[src/common/hlt_map.svh]
`ifndef HLT_MAP_SVH
`define HLT_MAP_SVH

// ****************************************
// Register indices on the 3-bit port.
// ****************************************
`define HLT_REG_CFG    3'h0
`define HLT_REG_IEN    3'h1
`define HLT_REG_STAT   3'h2
`define HLT_REG_UTHR   3'h3
`define HLT_REG_LTHR   3'h4
`define HLT_REG_DATA   3'h5

// ****************************************
// Field positions.
// ****************************************
`define HLT_CFG_EN     0
`define HLT_CFG_CRC    1
`define HLT_CFG_FCLR   2
`define HLT_CFG_EOM    3
`define HLT_EV_FULL    0
`define HLT_EV_LFILL   1
`define HLT_EV_OVR     2
`define HLT_EV_UDR     3
`define HLT_ST_FULL    4
`define HLT_ST_BELOW_LOW_THRESHOLD_STATUS  5

// ****************************************
// Reset values and line patterns.
// ****************************************
`define HLT_THR_RST    7'h40
`define HLT_PAT_FLAG   8'h7E
`define HLT_PAT_ABORT  8'h7F
`define HLT_PAT_IDLE   8'hFF
`define HLT_CRC_INIT   16'hFFFF
`define HLT_CRC_POLY   16'h8408
`define HLT_UNIT_BYTE  5'h08
`define HLT_UNIT_FCS   5'h10
`define HLT_STUFF_RUN  3'h5
`define HLT_FIFO_DEPTH 128

`endif

[src/common/hlt_pkg.sv]
package hlt_pkg;

  // One FIFO entry: payload byte and its packet marks.
  typedef struct packed {
    logic       abort;
    logic       end_of_message_bit;
    logic [7:0] data;
  } hlt_entry_t;

  // Software configuration bits.
  typedef struct packed {
    logic fclr;
    logic crc;
    logic en;
  } hlt_cfg_t;

  // Kind of unit now on the serial line.
  typedef enum logic [4:0] {
    HLT_ONES  = 5'b00001,
    HLT_FLAG  = 5'b00010,
    HLT_DATA  = 5'b00100,
    HLT_FCS   = 5'b01000,
    HLT_ABORT = 5'b10000
  } hlt_unit_t;

endpackage

[src/design/hlt_fifo.sv]
`timescale 1ns/1ps
`include "hlt_map.svh"

module hlt_fifo
  import hlt_pkg::*;
#(
  parameter int DEPTH = `HLT_FIFO_DEPTH,
  parameter int AW    = 7
) (
  input  wire logic          clk_i,
  input  wire logic          rst_b_i,
  input  wire logic          clr_i,
  input  wire logic          wr_i,
  input  wire hlt_entry_t    wr_entry_i,
  input  wire logic          rd_i,
  input  wire logic          mark_i,
  input  wire logic          mark_abort_i,
  output hlt_entry_t         head_o,
  output logic [AW:0]        count_o
);

  // ****************************************
  // Storage and pointers.
  // ****************************************
  if (DEPTH < 2 || DEPTH > (1 << AW))
    $error("hlt_fifo: DEPTH does not fit AW.");

  hlt_entry_t  mem_q [DEPTH];
  logic [AW-1:0] rptr_q;
  logic [AW-1:0] wptr_q;
  logic [AW:0]   count_q;

  // Pointer step with wrap at DEPTH.
  function automatic logic [AW-1:0] step(input logic [AW-1:0] p);
    step = (p == AW'(DEPTH - 1)) ? '0 : p + 1'b1;
  endfunction

  wire logic do_wr = wr_i && (clr_i || count_q != (AW+1)'(DEPTH));
  wire logic do_rd = rd_i && !clr_i && count_q != '0;
  wire logic [AW-1:0] wr_at   = clr_i ? '0 : wptr_q;
  wire logic [AW-1:0] last_at = (wptr_q == '0) ? AW'(DEPTH - 1)
                                               : wptr_q - 1'b1;

  assign head_o  = mem_q[rptr_q];
  assign count_o = count_q;

  // Each entry takes a write or a mark of the last written byte.
  for (genvar i = 0; i < DEPTH; i++) begin : g_ent
    always_ff @(posedge clk_i or negedge rst_b_i) begin
      if (!rst_b_i) begin
        mem_q[i] <= '0;
      end else if (do_wr && wr_at == AW'(i)) begin
        mem_q[i] <= wr_entry_i;
      end else if (mark_i && last_at == AW'(i)) begin
        mem_q[i].end_of_message_bit   <= 1'b1;
        mem_q[i].abort <= mark_abort_i;
      end
    end
  end

  // Pointers; a clear may coincide with a write into slot zero.
  always_ff @(posedge clk_i or negedge rst_b_i) begin
    if (!rst_b_i) begin
      rptr_q  <= '0;
      wptr_q  <= '0;
      count_q <= '0;
    end else if (clr_i) begin
      rptr_q  <= '0;
      wptr_q  <= do_wr ? AW'(1) : '0;
      count_q <= do_wr ? (AW+1)'(1) : '0;
    end else begin
      if (do_wr) wptr_q <= step(wptr_q);
      if (do_rd) rptr_q <= step(rptr_q);
      count_q <= count_q + (AW+1)'(do_wr) - (AW+1)'(do_rd);
    end
  end

endmodule

[src/design/hlt_tx.sv]
`timescale 1ns/1ps
`include "hlt_map.svh"


module hlt_tx
  import hlt_pkg::*;
#(
  parameter int DEPTH = `HLT_FIFO_DEPTH,
  parameter int AW    = 7
) (
  input  wire logic       clk_i,
  input  wire logic       rst_b_i,
  input  wire logic [2:0] addr_i,
  input  wire logic [7:0] wr_data_i,
  input  wire logic       wr_i,
  input  wire logic       rd_i,
  output logic [7:0]      rd_data_o,
  input  wire logic       link_req_i,
  output logic            link_data_o,
  output logic            irq_out_n_o
);

  if (AW != 7)
    $error("hlt_tx: thresholds are seven bits wide.");

  // ****************************************
  // Register state.
  // ****************************************
  hlt_cfg_t   cfg_q;
  logic [3:0] ien_q;
  logic [3:0] ev_q;
  logic [6:0] uthr_q;
  logic [6:0] lthr_q;
  logic [7:0] rd_data_q;
  logic       irq_n_q;
  logic       udr_hold_q;
  logic       ovr_hold_q;
  logic       discard_q;
  logic       wr_in_pkt_q;
  logic       full_d1_q;
  logic       below_d1_q;
  logic [AW:0] pkt_cnt_q;

  // ****************************************
  // Serializer state.
  // ****************************************
  hlt_unit_t   unit_q;
  logic [15:0] sh_q;
  logic [4:0]  left_q;
  logic [2:0]  ones_q;
  logic        stf_q;
  logic        crc_on_q;
  logic [15:0] crc_q;
  logic        in_pkt_q;
  logic        fcs_pend_q;
  logic        abort_pend_q;
  logic        need_flag_q;
  logic        link_q;

  // Reflected CRC-16 step for one serial bit.
  function automatic logic [15:0] crc_bit(input logic [15:0] c,
                                          input logic b);
    crc_bit = (c >> 1) ^ ((c[0] ^ b) ? `HLT_CRC_POLY : 16'h0000);
  endfunction

  // Register select shared by the write and read paths.
  function automatic logic sel(input logic [2:0] a,
                               input logic [2:0] r);
    sel = (a == r);
  endfunction

  // ****************************************
  // FIFO and its status.
  // ****************************************
  hlt_entry_t  head;
  logic [AW:0] count;
  wire logic full  = (count == (AW+1)'(DEPTH));
  wire logic below = (count < {1'b0, lthr_q});
  wire logic empty = (count == '0);

  // Host side decode.
  wire logic cfg_wr  = wr_i && sel(addr_i, `HLT_REG_CFG);
  wire logic ien_wr  = wr_i && sel(addr_i, `HLT_REG_IEN);
  wire logic stat_wr = wr_i && sel(addr_i, `HLT_REG_STAT);
  wire logic uthr_wr = wr_i && sel(addr_i, `HLT_REG_UTHR);
  wire logic lthr_wr = wr_i && sel(addr_i, `HLT_REG_LTHR);
  wire logic dat_wr  = wr_i && sel(addr_i, `HLT_REG_DATA);
  wire logic stat_rd = rd_i && sel(addr_i, `HLT_REG_STAT);
  wire logic eom_req = cfg_wr && wr_data_i[`HLT_CFG_EOM];

  // Overflow: the sending packet, or one still being written.
  wire logic ovf    = dat_wr && full && !udr_hold_q && !discard_q;
  wire logic ovf_tx = ovf && in_pkt_q && pkt_cnt_q == '0;
  wire logic ovf_ot = ovf && !ovf_tx;

  // FIFO control; a held clear keeps the FIFO in reset.
  wire logic fifo_clr = cfg_q.fclr || udr_hold_q
                        || ovr_hold_q || ovf_tx;
  wire logic fifo_wr  = dat_wr && !full && !discard_q
                        && !udr_hold_q;
  wire logic mark_eom = eom_req && wr_in_pkt_q && !discard_q
                        && !udr_hold_q;
  wire logic mark_ovr = ovf_ot && wr_in_pkt_q;
  wire hlt_entry_t wr_entry = '{abort: 1'b0, end_of_message_bit: 1'b0,
                                data: wr_data_i};

  // ****************************************
  // Unit selection at a byte boundary.
  // ****************************************
  wire logic stuff_due = stf_q && ones_q == `HLT_STUFF_RUN;
  wire logic load      = left_q == '0 && !stuff_due && !link_req_i;
  wire logic start     = !empty && (pkt_cnt_q != '0
                         || count > {1'b0, uthr_q});
  wire logic abort_now = abort_pend_q || ovf_tx;
  wire logic take      = cfg_q.en && !abort_now && !fcs_pend_q
                         && !need_flag_q && (in_pkt_q || start);
  wire logic udr_now   = load && take && in_pkt_q && empty;
  wire logic pop       = load && take && !empty && !fifo_clr;
  wire logic pop_eom   = pop && head.end_of_message_bit;

  hlt_fifo #(
    .DEPTH (DEPTH),
    .AW    (AW)
  ) u_fifo (
    .clk_i        (clk_i),
    .rst_b_i      (rst_b_i),
    .clr_i        (fifo_clr),
    .wr_i         (fifo_wr),
    .wr_entry_i   (wr_entry),
    .rd_i         (pop),
    .mark_i       (mark_eom || mark_ovr),
    .mark_abort_i (mark_ovr),
    .head_o       (head),
    .count_o      (count)
  );

  // ****************************************
  // Read data and interrupt.
  // ****************************************
  wire logic [7:0] stat_val = {2'b00, below, full, ev_q};
  wire logic [7:0] rd_mux =
    sel(addr_i, `HLT_REG_CFG)  ? {5'h00, cfg_q.fclr, cfg_q.crc,
                                  cfg_q.en} :
    sel(addr_i, `HLT_REG_IEN)  ? {4'h0, ien_q} :
    sel(addr_i, `HLT_REG_STAT) ? stat_val :
    sel(addr_i, `HLT_REG_UTHR) ? {1'b0, uthr_q} :
    sel(addr_i, `HLT_REG_LTHR) ? {1'b0, lthr_q} : 8'h00;

  // New events this cycle, in event-bit order.
  wire logic [3:0] ev_set;
  assign ev_set[`HLT_EV_FULL]  = full && !full_d1_q;
  assign ev_set[`HLT_EV_LFILL] = below && !below_d1_q;
  assign ev_set[`HLT_EV_OVR]   = ovf;
  assign ev_set[`HLT_EV_UDR]   = udr_now;

  // Configuration, enables and thresholds.
  always_ff @(posedge clk_i or negedge rst_b_i) begin
    if (!rst_b_i) begin
      cfg_q  <= '0;
      ien_q  <= '0;
      uthr_q <= `HLT_THR_RST;
      lthr_q <= `HLT_THR_RST;
    end else begin
      if (cfg_wr) begin
        cfg_q.en   <= wr_data_i[`HLT_CFG_EN];
        cfg_q.crc  <= wr_data_i[`HLT_CFG_CRC];
        cfg_q.fclr <= wr_data_i[`HLT_CFG_FCLR];
      end
      if (ien_wr)  ien_q  <= wr_data_i[3:0];
      if (uthr_wr) uthr_q <= wr_data_i[6:0];
      if (lthr_wr) lthr_q <= wr_data_i[6:0];
    end
  end

  // Latched events: a new event wins over the read clear.
  always_ff @(posedge clk_i or negedge rst_b_i) begin
    if (!rst_b_i) begin
      ev_q       <= '0;
      full_d1_q  <= 1'b0;
      below_d1_q <= 1'b1;
      rd_data_q  <= '0;
      irq_n_q    <= 1'b1;
    end else begin
      ev_q       <= (stat_rd ? 4'h0 : ev_q) | ev_set;
      full_d1_q  <= full;
      below_d1_q <= below;
      rd_data_q  <= rd_i ? rd_mux : 8'h00;
      irq_n_q    <= ~|(ev_q & ien_q);
    end
  end

  // Underrun and overflow holds on the FIFO.
  always_ff @(posedge clk_i or negedge rst_b_i) begin
    if (!rst_b_i) begin
      udr_hold_q <= 1'b0;
      ovr_hold_q <= 1'b0;
    end else begin
      if (udr_now)
        udr_hold_q <= 1'b1;
      else if (stat_wr)
        udr_hold_q <= 1'b0;
      if (ovf_tx)
        ovr_hold_q <= 1'b1;
      else if (dat_wr)
        ovr_hold_q <= 1'b0;
    end
  end

  // Packet bookkeeping on the write side.
  always_ff @(posedge clk_i or negedge rst_b_i) begin
    if (!rst_b_i) begin
      discard_q   <= 1'b0;
      wr_in_pkt_q <= 1'b0;
      pkt_cnt_q   <= '0;
    end else begin
      if (ovf_ot)
        discard_q <= 1'b1;
      else if (eom_req || fifo_clr)
        discard_q <= 1'b0;
      if (fifo_wr)
        wr_in_pkt_q <= 1'b1;
      else if (fifo_clr || mark_eom || mark_ovr)
        wr_in_pkt_q <= 1'b0;
      if (fifo_clr)
        pkt_cnt_q <= '0;
      else
        pkt_cnt_q <= pkt_cnt_q
                     + (AW+1)'(mark_eom || mark_ovr)
                     - (AW+1)'(pop_eom);
    end
  end

  // ****************************************
  // Serializer: one bit per link request.
  // ****************************************
  always_ff @(posedge clk_i or negedge rst_b_i) begin
    if (!rst_b_i) begin
      link_q <= 1'b1;
      sh_q   <= '0;
      left_q <= '0;
      ones_q <= '0;
    end else if (link_req_i && stuff_due) begin
      link_q <= 1'b0;
      ones_q <= '0;
    end else if (link_req_i && left_q != '0) begin
      link_q <= sh_q[0];
      sh_q   <= sh_q >> 1;
      left_q <= left_q - 1'b1;
      ones_q <= (stf_q && sh_q[0]) ? ones_q + 1'b1 : '0;
    end else if (load) begin
      left_q <= (cfg_q.en && !abort_now && fcs_pend_q) ?
                `HLT_UNIT_FCS : `HLT_UNIT_BYTE;
      if (!cfg_q.en)
        sh_q <= {8'h00, `HLT_PAT_IDLE};
      else if (abort_now || udr_now || (pop && head.abort))
        sh_q <= {8'h00, `HLT_PAT_ABORT};
      else if (fcs_pend_q)
        sh_q <= ~crc_q;
      else if (pop)
        sh_q <= {8'h00, head.data};
      else
        sh_q <= {8'h00, `HLT_PAT_FLAG};
    end
  end

  // Unit kind, packet state and running CRC.
  always_ff @(posedge clk_i or negedge rst_b_i) begin
    if (!rst_b_i) begin
      unit_q       <= HLT_ONES;
      stf_q        <= 1'b0;
      crc_on_q     <= 1'b0;
      crc_q        <= `HLT_CRC_INIT;
      in_pkt_q     <= 1'b0;
      fcs_pend_q   <= 1'b0;
      abort_pend_q <= 1'b0;
      need_flag_q  <= 1'b1;
    end else if (load && !link_req_i) begin
      stf_q    <= 1'b0;
      crc_on_q <= 1'b0;
      if (!cfg_q.en) begin
        unit_q      <= HLT_ONES;
        in_pkt_q    <= 1'b0;
        fcs_pend_q  <= 1'b0;
        need_flag_q <= 1'b1;
      end else if (abort_now || udr_now || (pop && head.abort)) begin
        unit_q       <= HLT_ABORT;
        abort_pend_q <= 1'b0;
        in_pkt_q     <= 1'b0;
        fcs_pend_q   <= 1'b0;
        need_flag_q  <= 1'b1;
      end else if (fcs_pend_q) begin
        unit_q      <= HLT_FCS;
        stf_q       <= 1'b1;
        fcs_pend_q  <= 1'b0;
        need_flag_q <= 1'b1;
      end else if (pop) begin
        unit_q   <= HLT_DATA;
        stf_q    <= 1'b1;
        crc_on_q <= 1'b1;
        if (!in_pkt_q)
          crc_q <= `HLT_CRC_INIT;
        in_pkt_q    <= !head.end_of_message_bit;
        fcs_pend_q  <= head.end_of_message_bit && cfg_q.crc;
        need_flag_q <= head.end_of_message_bit;
      end else begin
        unit_q      <= HLT_FLAG;
        need_flag_q <= 1'b0;
      end
    end else begin
      if (ovf_tx)
        abort_pend_q <= 1'b1;
      if (ovf_tx)
        in_pkt_q <= 1'b0;
      if (link_req_i && !stuff_due && left_q != '0 && crc_on_q)
        crc_q <= crc_bit(crc_q, sh_q[0]);
    end
  end

  // ****************************************
  // Outputs.
  // ****************************************
  assign rd_data_o   = rd_data_q;
  assign link_data_o = link_q;
  assign irq_out_n_o = irq_n_q;

endmodule

[config.mk]
export PLATFORM = sky130hd
export DESIGN_NAME = hlt_tx
export DESIGN_NICKNAME = d
export VERILOG_FILES = /design/src/common/hlt_pkg.sv /design/src/design/hlt_fifo.sv /design/src/design/hlt_tx.sv
export VERILOG_INCLUDE_DIRS = /design/src /design/src/common
export SDC_FILE = /design/constraint.sdc
export NUM_CORES = 2
export LEC_CHECK = 0
export BUFFER_PORTS_ARGS = -buffer_cell sky130_fd_sc_hd__buf_2
export CAP_MARGIN = 20
export CELL_PAD_IN_SITES_DETAIL_PLACEMENT = 0
export CELL_PAD_IN_SITES_GLOBAL_PLACEMENT = 1
export CORE_MARGIN = 3
export CORE_UTILIZATION = 53
export CTS_CLUSTER_DIAMETER = 40
export DETAILED_ROUTE_END_ITERATION = 10
export PLACE_DENSITY = 0.86
export SKIP_CTS_REPAIR_TIMING = 1
export SKIP_LAST_GASP = 1
export SLEW_MARGIN = 20
export SYNTH_ARGS = -nofsm -noshare
export SYNTH_HDL_FRONTEND = slang
export SYNTH_SLANG_ARGS = --single-unit
export TNS_END_PERCENT = 20
[constraint.sdc]
create_clock -name clk_i -period 9 [get_ports clk_i]
set_input_delay 0.9 -clock clk_i [delete_from_list [all_inputs] [get_ports clk_i]]
set_output_delay 0.9 -clock clk_i [all_outputs]
set_load 0.01 [all_outputs]
# ---- Word level (Yosys, flattened, before mapping)
# Cells that the tools add are included.
dict set report word_totals {
  elab_cells 1525
  output_inout_bits 10
  register_bits 1396
  input_bits 16
}
dict set report op_classes {
  addsub 9
  n_reduce_logical 487
  eq_ne 272
  magnitude_cmp 3
  muxes 333
  bitwise 7
}
# op count
set ops {}
lappend ops {{$eq 7x7->1 const B} 130}
lappend ops {{$mux 2} 256}
lappend ops {{$eq 7x6->1 const B} 64}
lappend ops {{$logic_and 1x1->1} 306}
lappend ops {{$reduce_bool 2->1} 138}
lappend ops {{$eq 7x5->1 const B} 32}
lappend ops {{$mux 16} 13}
lappend ops {{$eq 7x4->1 const B} 16}
lappend ops {{$mux 7} 14}
lappend ops {{$bmux 10 s7} 1}
lappend ops {{$eq 7x3->1 const B} 8}
lappend ops {{$mux 1} 37}
lappend ops {{$eq 7x2->1 const B} 4}
lappend ops {{$mux 8} 3}
lappend ops {{$logic_not 7->1} 3}
lappend ops {{$mux 10} 2}
lappend ops {{$add 8x1->8} 2}
lappend ops {{$logic_not 8->1} 2}
lappend ops {{$not 16->16} 1}
lappend ops {{$reduce_bool 8->1} 2}
lappend ops {{$sub 8x1->8} 2}
lappend ops {{$xor 15x16->16} 1}
lappend ops {{$logic_not 1->1} 15}
lappend ops {{$mux 5} 3}
lappend ops {{other kinds (30)} 56}

# ---- Depth between registers and ports, before layout
dict set report logic_depth {
  word_depth 22
  ltp_mapped 25
  ltp_nobuf 21
}

# ---- Modules after synthesis
# Synthesis repeated with hierarchy kept, for this count alone.
dict set report hier_totals {
  hier_cells 5418
  area_unflattened_um2 68587.0
}
# module instances area_per_inst_um2 seq_area_each_um2 cells_each
set by_module_without_submodules {}
lappend by_module_without_submodules {hlt_fifo 1 63206.9 32581.2 4865}
lappend by_module_without_submodules {hlt_tx 1 5380.2 2379.8 553}

# ---- Worst setup path after synthesis
# OpenSTA, ideal clock, no wires.
dict set report synth_path {
  kind {register -> register}
  startpoint {reg left_q[0]}
  endpoint {reg u_fifo.count_q[6] (netlist: u_fifo.count_o[6])}
  setup_time_ps 132
  slack_ps 4424
  t_required_ps 8868
  stages_incl_launch_ff 26
  period_less_slack_ps 4576
  arrival_ps 4444
  n_path_buf 4
  cell_sequence {dfrtp_1 inv_1 ha_1 or4b_1 clkbuf_2 or3_1 buf_2 or4b_1 a31o_1 or2_1 buf_6 inv_2 buf_2 ha_1 inv_1 ha_1 inv_1 fa_1 inv_1 a21oi_1 o21bai_1 a21oi_1 nor2_1 nor2_1 xor2_1 nor2_1}
}
dict set report synth_via {
  elab_chain_cells 10
}
# element line
set synth_rtl {}
lappend synth_rtl {{start: declaration} hlt_tx.sv:49} ;# logic [4:0] left_q;
lappend synth_rtl {{start signal: assignment} hlt_tx.sv:248} ;# left_q <= left_q - 1'b1;
lappend synth_rtl {{start signal: assignment} hlt_tx.sv:251} ;# left_q <= (cfg_q.en && !abort_now && fcs_pend_q) ?
lappend synth_rtl {{$logic_not 5->1} hlt_tx.sv:111} ;# wire logic load = left_q == '0 && !stuff_due && !link_req_i;
lappend synth_rtl {{$logic_and 1x1->1 (2 in a row)} hlt_tx.sv:111}
lappend synth_rtl {{$logic_and 1x1->1 (3 in a row)} hlt_tx.sv:118} ;# wire logic pop = load && take && !empty && !fifo_clr;
lappend synth_rtl {{$logic_and 1x1->1 (2 in a row)} hlt_fifo.sv:39} ;# wire logic do_rd = rd_i && !clr_i && count_q != '0;
lappend synth_rtl {{$sub 8x1->8} hlt_fifo.sv:74} ;# count_q <= count_q + (AW+1)'(do_wr) - (AW+1)'(do_rd);
lappend synth_rtl {{$mux 8} hlt_fifo.sv:67} ;# end else if (clr_i) begin
lappend synth_rtl {{end signal: assignment} hlt_fifo.sv:70} ;# count_q <= do_wr ? (AW+1)'(1) : '0;
lappend synth_rtl {{end signal: assignment} hlt_fifo.sv:74}
lappend synth_rtl {{end: declaration} hlt_fifo.sv:31} ;# logic [AW:0] count_q;
# Every way passes these cells.
# A chain may end at the register's enable or synchronous reset.

# ---- Worst setup path after layout
dict set report layout_path {
  startpoint {reg left_q[0]}
  endpoint {reg pkt_cnt_q[7]}
}
dict set report layout_via {
  elab_chain_cells 9
}
# element line
set layout_rtl {}
lappend layout_rtl {{$logic_not 5->1} hlt_tx.sv:111}
lappend layout_rtl {{$logic_and 1x1->1 (2 in a row)} hlt_tx.sv:111}
lappend layout_rtl {{$logic_and 1x1->1 (3 in a row)} hlt_tx.sv:118}
lappend layout_rtl {{$logic_and 1x1->1} hlt_tx.sv:119} ;# wire logic pop_eom = pop && head.end_of_message_bit;
lappend layout_rtl {{$sub 8x1->8} hlt_tx.sv:229} ;# - (AW+1)'(pop_eom);
lappend layout_rtl {{$mux 8} hlt_tx.sv:224} ;# if (fifo_clr)
lappend layout_rtl {{end signal: assignment} hlt_tx.sv:227} ;# pkt_cnt_q <= pkt_cnt_q
lappend layout_rtl {{end: declaration} hlt_tx.sv:42} ;# logic [AW:0] pkt_cnt_q;
# Every way passes these cells.

==> impl_metrics.csv <==
group,metric,value,unit
die,die_h,356.0,um
timing,hold_viol_final,0,
finish,syn2layout_area_growth,12.41,%
pwr,irDropWorstVdd,0.1986,mV
pwr,power,14.80,mW
synth,synth_edf_count,0,
synth,ys_seq_area_share,53.84,%
synth,synth_top_family_by_area,"multiplexers",
synth,synth_cell_type_count,77,
synth,synth_warnings,0,
route,vias,42501,
clock_network,cts.sinks,1396,
clock_network,insertion_delay,0.81,ns
global_route,first_global_vias,43889,
worst_setup_path,slowest_delay,0.56,ns
timing,tns,0,ns
route,drc,0,
worst_setup_path,worst-path-max-fanout,15,
finish,ff_latch_area,34970,um^2
clock_network,cts_buffer_depth,3,
worst_setup_path,endpoint_kind,"register",
clock_network,clk_pin_slew,0.06,ns
placed_design,dpl.hpwl,114.4,mm
synth,muxShareOfSynthArea,30.56,%
clock_network,cts_root_buffer,"clkbuf_16",
die,initial_core_util,53.77,%
pwr,powerDensity,202.8,nW/um^2
clock_network,cts_tree,"yes",
placed_design,gp_congestion,0.9576,
die,core_area,120800,um^2
synth,ys.flop_type,"dfrtp_1",
synth,synth_area,64940,um^2
route,drt_wl_total,182.5,mm
synth,synth_compound_area_share,6.044,%
die,die_x,356.0,um
synth,synth_top_area_share,52.95,%
job,cap_violations,0,
synth,synth-simple-area-share,5.919,%
timing,setup_viol,0,
synth,synthTopCellsByArea,"dfrtp_1, mux2_2, mux4_2",
synth,synth-adder-area-share,0.9480,%
finish,final_common_cell,"dfrtp_1",
worst_setup_path,start_kind,"register",
finish,multiInputGateArea,28520,um^2
die,num_rows,127,
route,postRouteAntennaNets,0,
global_route,track_usage,29.20,%
outcome,status,"complete, no violations",
worst_setup_path,worstPathCellList,"inv_1 > ha_1 > or4b_1 > or3_1 > or4b_1 > a31o_1 > or2_1 > inv_2 > o311a_1 > ha_1 > inv_1 > ha_1 > a21o_1 > a21oi_1 > o21bai_1 > a21oi_1 > o21bai_1 > a21oi_1 > xnor2_1 > nor2_1",
global_route,grt_overflow,0,
clock_network,htreeDepth,4,
route,dr.pass1.iters,7,
worst_hold_path,hold_class,"input port to asynchronous set/reset pin",
finish,layout_common_cells,"dfrtp_1, mux2_2, nor2_1",
timing,rsz0062_at_grt,"false",
timing,max-slew-margin-rel,16.47,%
synth,synthArstFlopShare,100.0,%
route,viasPerCell,6.479,
synth,synth_area_leader_cell,"dfrtp_1",
global_route,grt_pass1_wl,279.7,mm
finish,nets,4863,
finish,drive_gt1_share,37.72,%
synth,syn-num-nets,4903,
placed_design,port-buffer-count,24,
timing,slew_violations,0,
worst_setup_path,critical_path_class,"register to register",
timing,period_minus_slack,5.480,ns
synth,syn_avg_cell_area,13.42,um^2
timing,clock.fmax,182.5,MHz
die,die-area,126800,um^2
clock_network,cts-buffers-inserted,175,
global_route,grt_max_degree,190,
route,drtIter0Drc,5021,
global_route,antenna_found_initial,4,
synth,synth_xor_xnor_area_share,0.2832,%
synth,ys_ff_latch,1396,
finish,fill_cells,9164,
die,pin_count,26,
timing,skew,0.03501,ns
timing,worstMarginPinSlew,1.248,ns
worst_setup_path,critPathSlowestCell,"or4b_1",
route,wire_per_inst,27.83,um
worst_setup_path,arrival,6.16,ns
timing,fin_crit_sh,60.89,%
synth,syn_inst,4839,
worst_setup_path,worstPathRequired,9.68,ns
pwr,total_leakage_power,33.47,nW
==> final cells by class <==
| class | count | area share [%] |
|---|---|---|
| Sequential cell | 1396 | 47.91 |
| Multi-Input combinational cell | 3049 | 39.07 |
| Clock buffer | 211 | 6.474 |
| Tap cell | 1612 | 2.763 |
| Clock inverter | 114 | 2.119 |
| Timing Repair Buffer | 125 | 1.395 |
| Inverter | 52 | 0.2674 |
| Antenna cell | 1 | 0.003428 |
==> routing by layer <==
metal	vias up	part of all wire (%)	global-route usage [%]
met5	-	0	0
met4	0	4.7	12.78
met3	483	8.5	6.572
met2	1868	46	45.03
met1	22476	40	40.02
li1	17674	-	-
==> synthesized netlist by cell type (12+ instances only) <==
library cell / count
dfrtp_1: 1374
mux2_2: 1044
nor2_1: 484
mux4_2: 323
clkbuf_1: 275
nand2_1: 228
a21oi_1: 194
o21ai_0: 164
mux2i_1: 81
a22oi_1: 55
inv_1: 47
ha_1: 46
nand3_1: 45
buf_2: 41
o21a_1: 38
a22o_1: 30
nor3_1: 29
o22ai_1: 25
dfstp_2: 22
a221oi_1: 21
buf_1: 19
o22a_1: 19
nand2b_1: 16
or3_1: 15
and2_1: 14
xnor2_1: 13
a21o_1: 12
nand4_1: 12
nor2b_1: 12
==> where the power goes <==
group	total, mW	internal (mW)	switching (mW)
combinational	0.807	0.266	0.541
sequential	6.56	6.44	0.111
clock	7.44	4.49	2.95
==> final timing paths <==
check / startpoint / to / slack, ns / cells past startpoint
setup / recovery: left_q[0] / pkt_cnt_q[7] / 3.52 / 20
hold / removal: rst_b_i / u_fifo.mem_q[1153] / 0.17 / 1
setup reg to reg: left_q[0] / pkt_cnt_q[7] / 3.52 / 20
hold reg to reg: full_d1_q / ev_q[0] / 0.44 / 1
max in group asynchronous: rst_b_i / u_fifo.mem_q[549] / 6.60 / 3
min in group clk_i: rd_i / rd_data_o[5] / 0.39 / 3
==> worst max-delay path, delay by kind of cell (launching register included) <==
kind	cells	cell delay, ns
xor+xnor	1	0.13
compound gates	8	1.63
buf+inv	3	0.48
fa+ha+maj	3	0.65
simple gates	5	2.04
flops	1	0.41
==> kinds of logic after synthesis <==
logic type | Yosys count
compound gates | 627
xor+xnor | 21
fa+ha+maj | 48
buf+inv | 394
flops | 1396
mux | 1448
other cells | 1
simple gates | 904
==> sequential cells by signal, indices dropped and copies added, names as in the netlist, 7 cells and up <==
name,count
u_fifo.mem_q,1280
sh_q,16
pkt_cnt_q,8
uthr_q,7
rd_data_o,7
crc_q,16
u_fifo.wptr_q,7
u_fifo.count_o,8
lthr_q,7
u_fifo.rptr_q,7
==> through the flow <==
stage / hold slack (ns) / utilization (%) / cells / area [um^2] / setup slack, ns
after floorplan: 0.4072 / - / 4839 / 64940 / 4.424
after global placement: 0.4310 / 55.18 / 6230 / 66630 / 3.570
after detailed placement: 0.4392 / 55.22 / 6232 / 66680 / 3.544
after CTS: 0.1617 / 60.41 / 6557 / 72950 / 3.571
after global routing: 0.2134 / 60.44 / 6559 / 72990 / 3.182
final: 0.1655 / 60.44 / 6560 / 73000 / 3.520
Note: power is estimated with default switching activity, not from simulation.
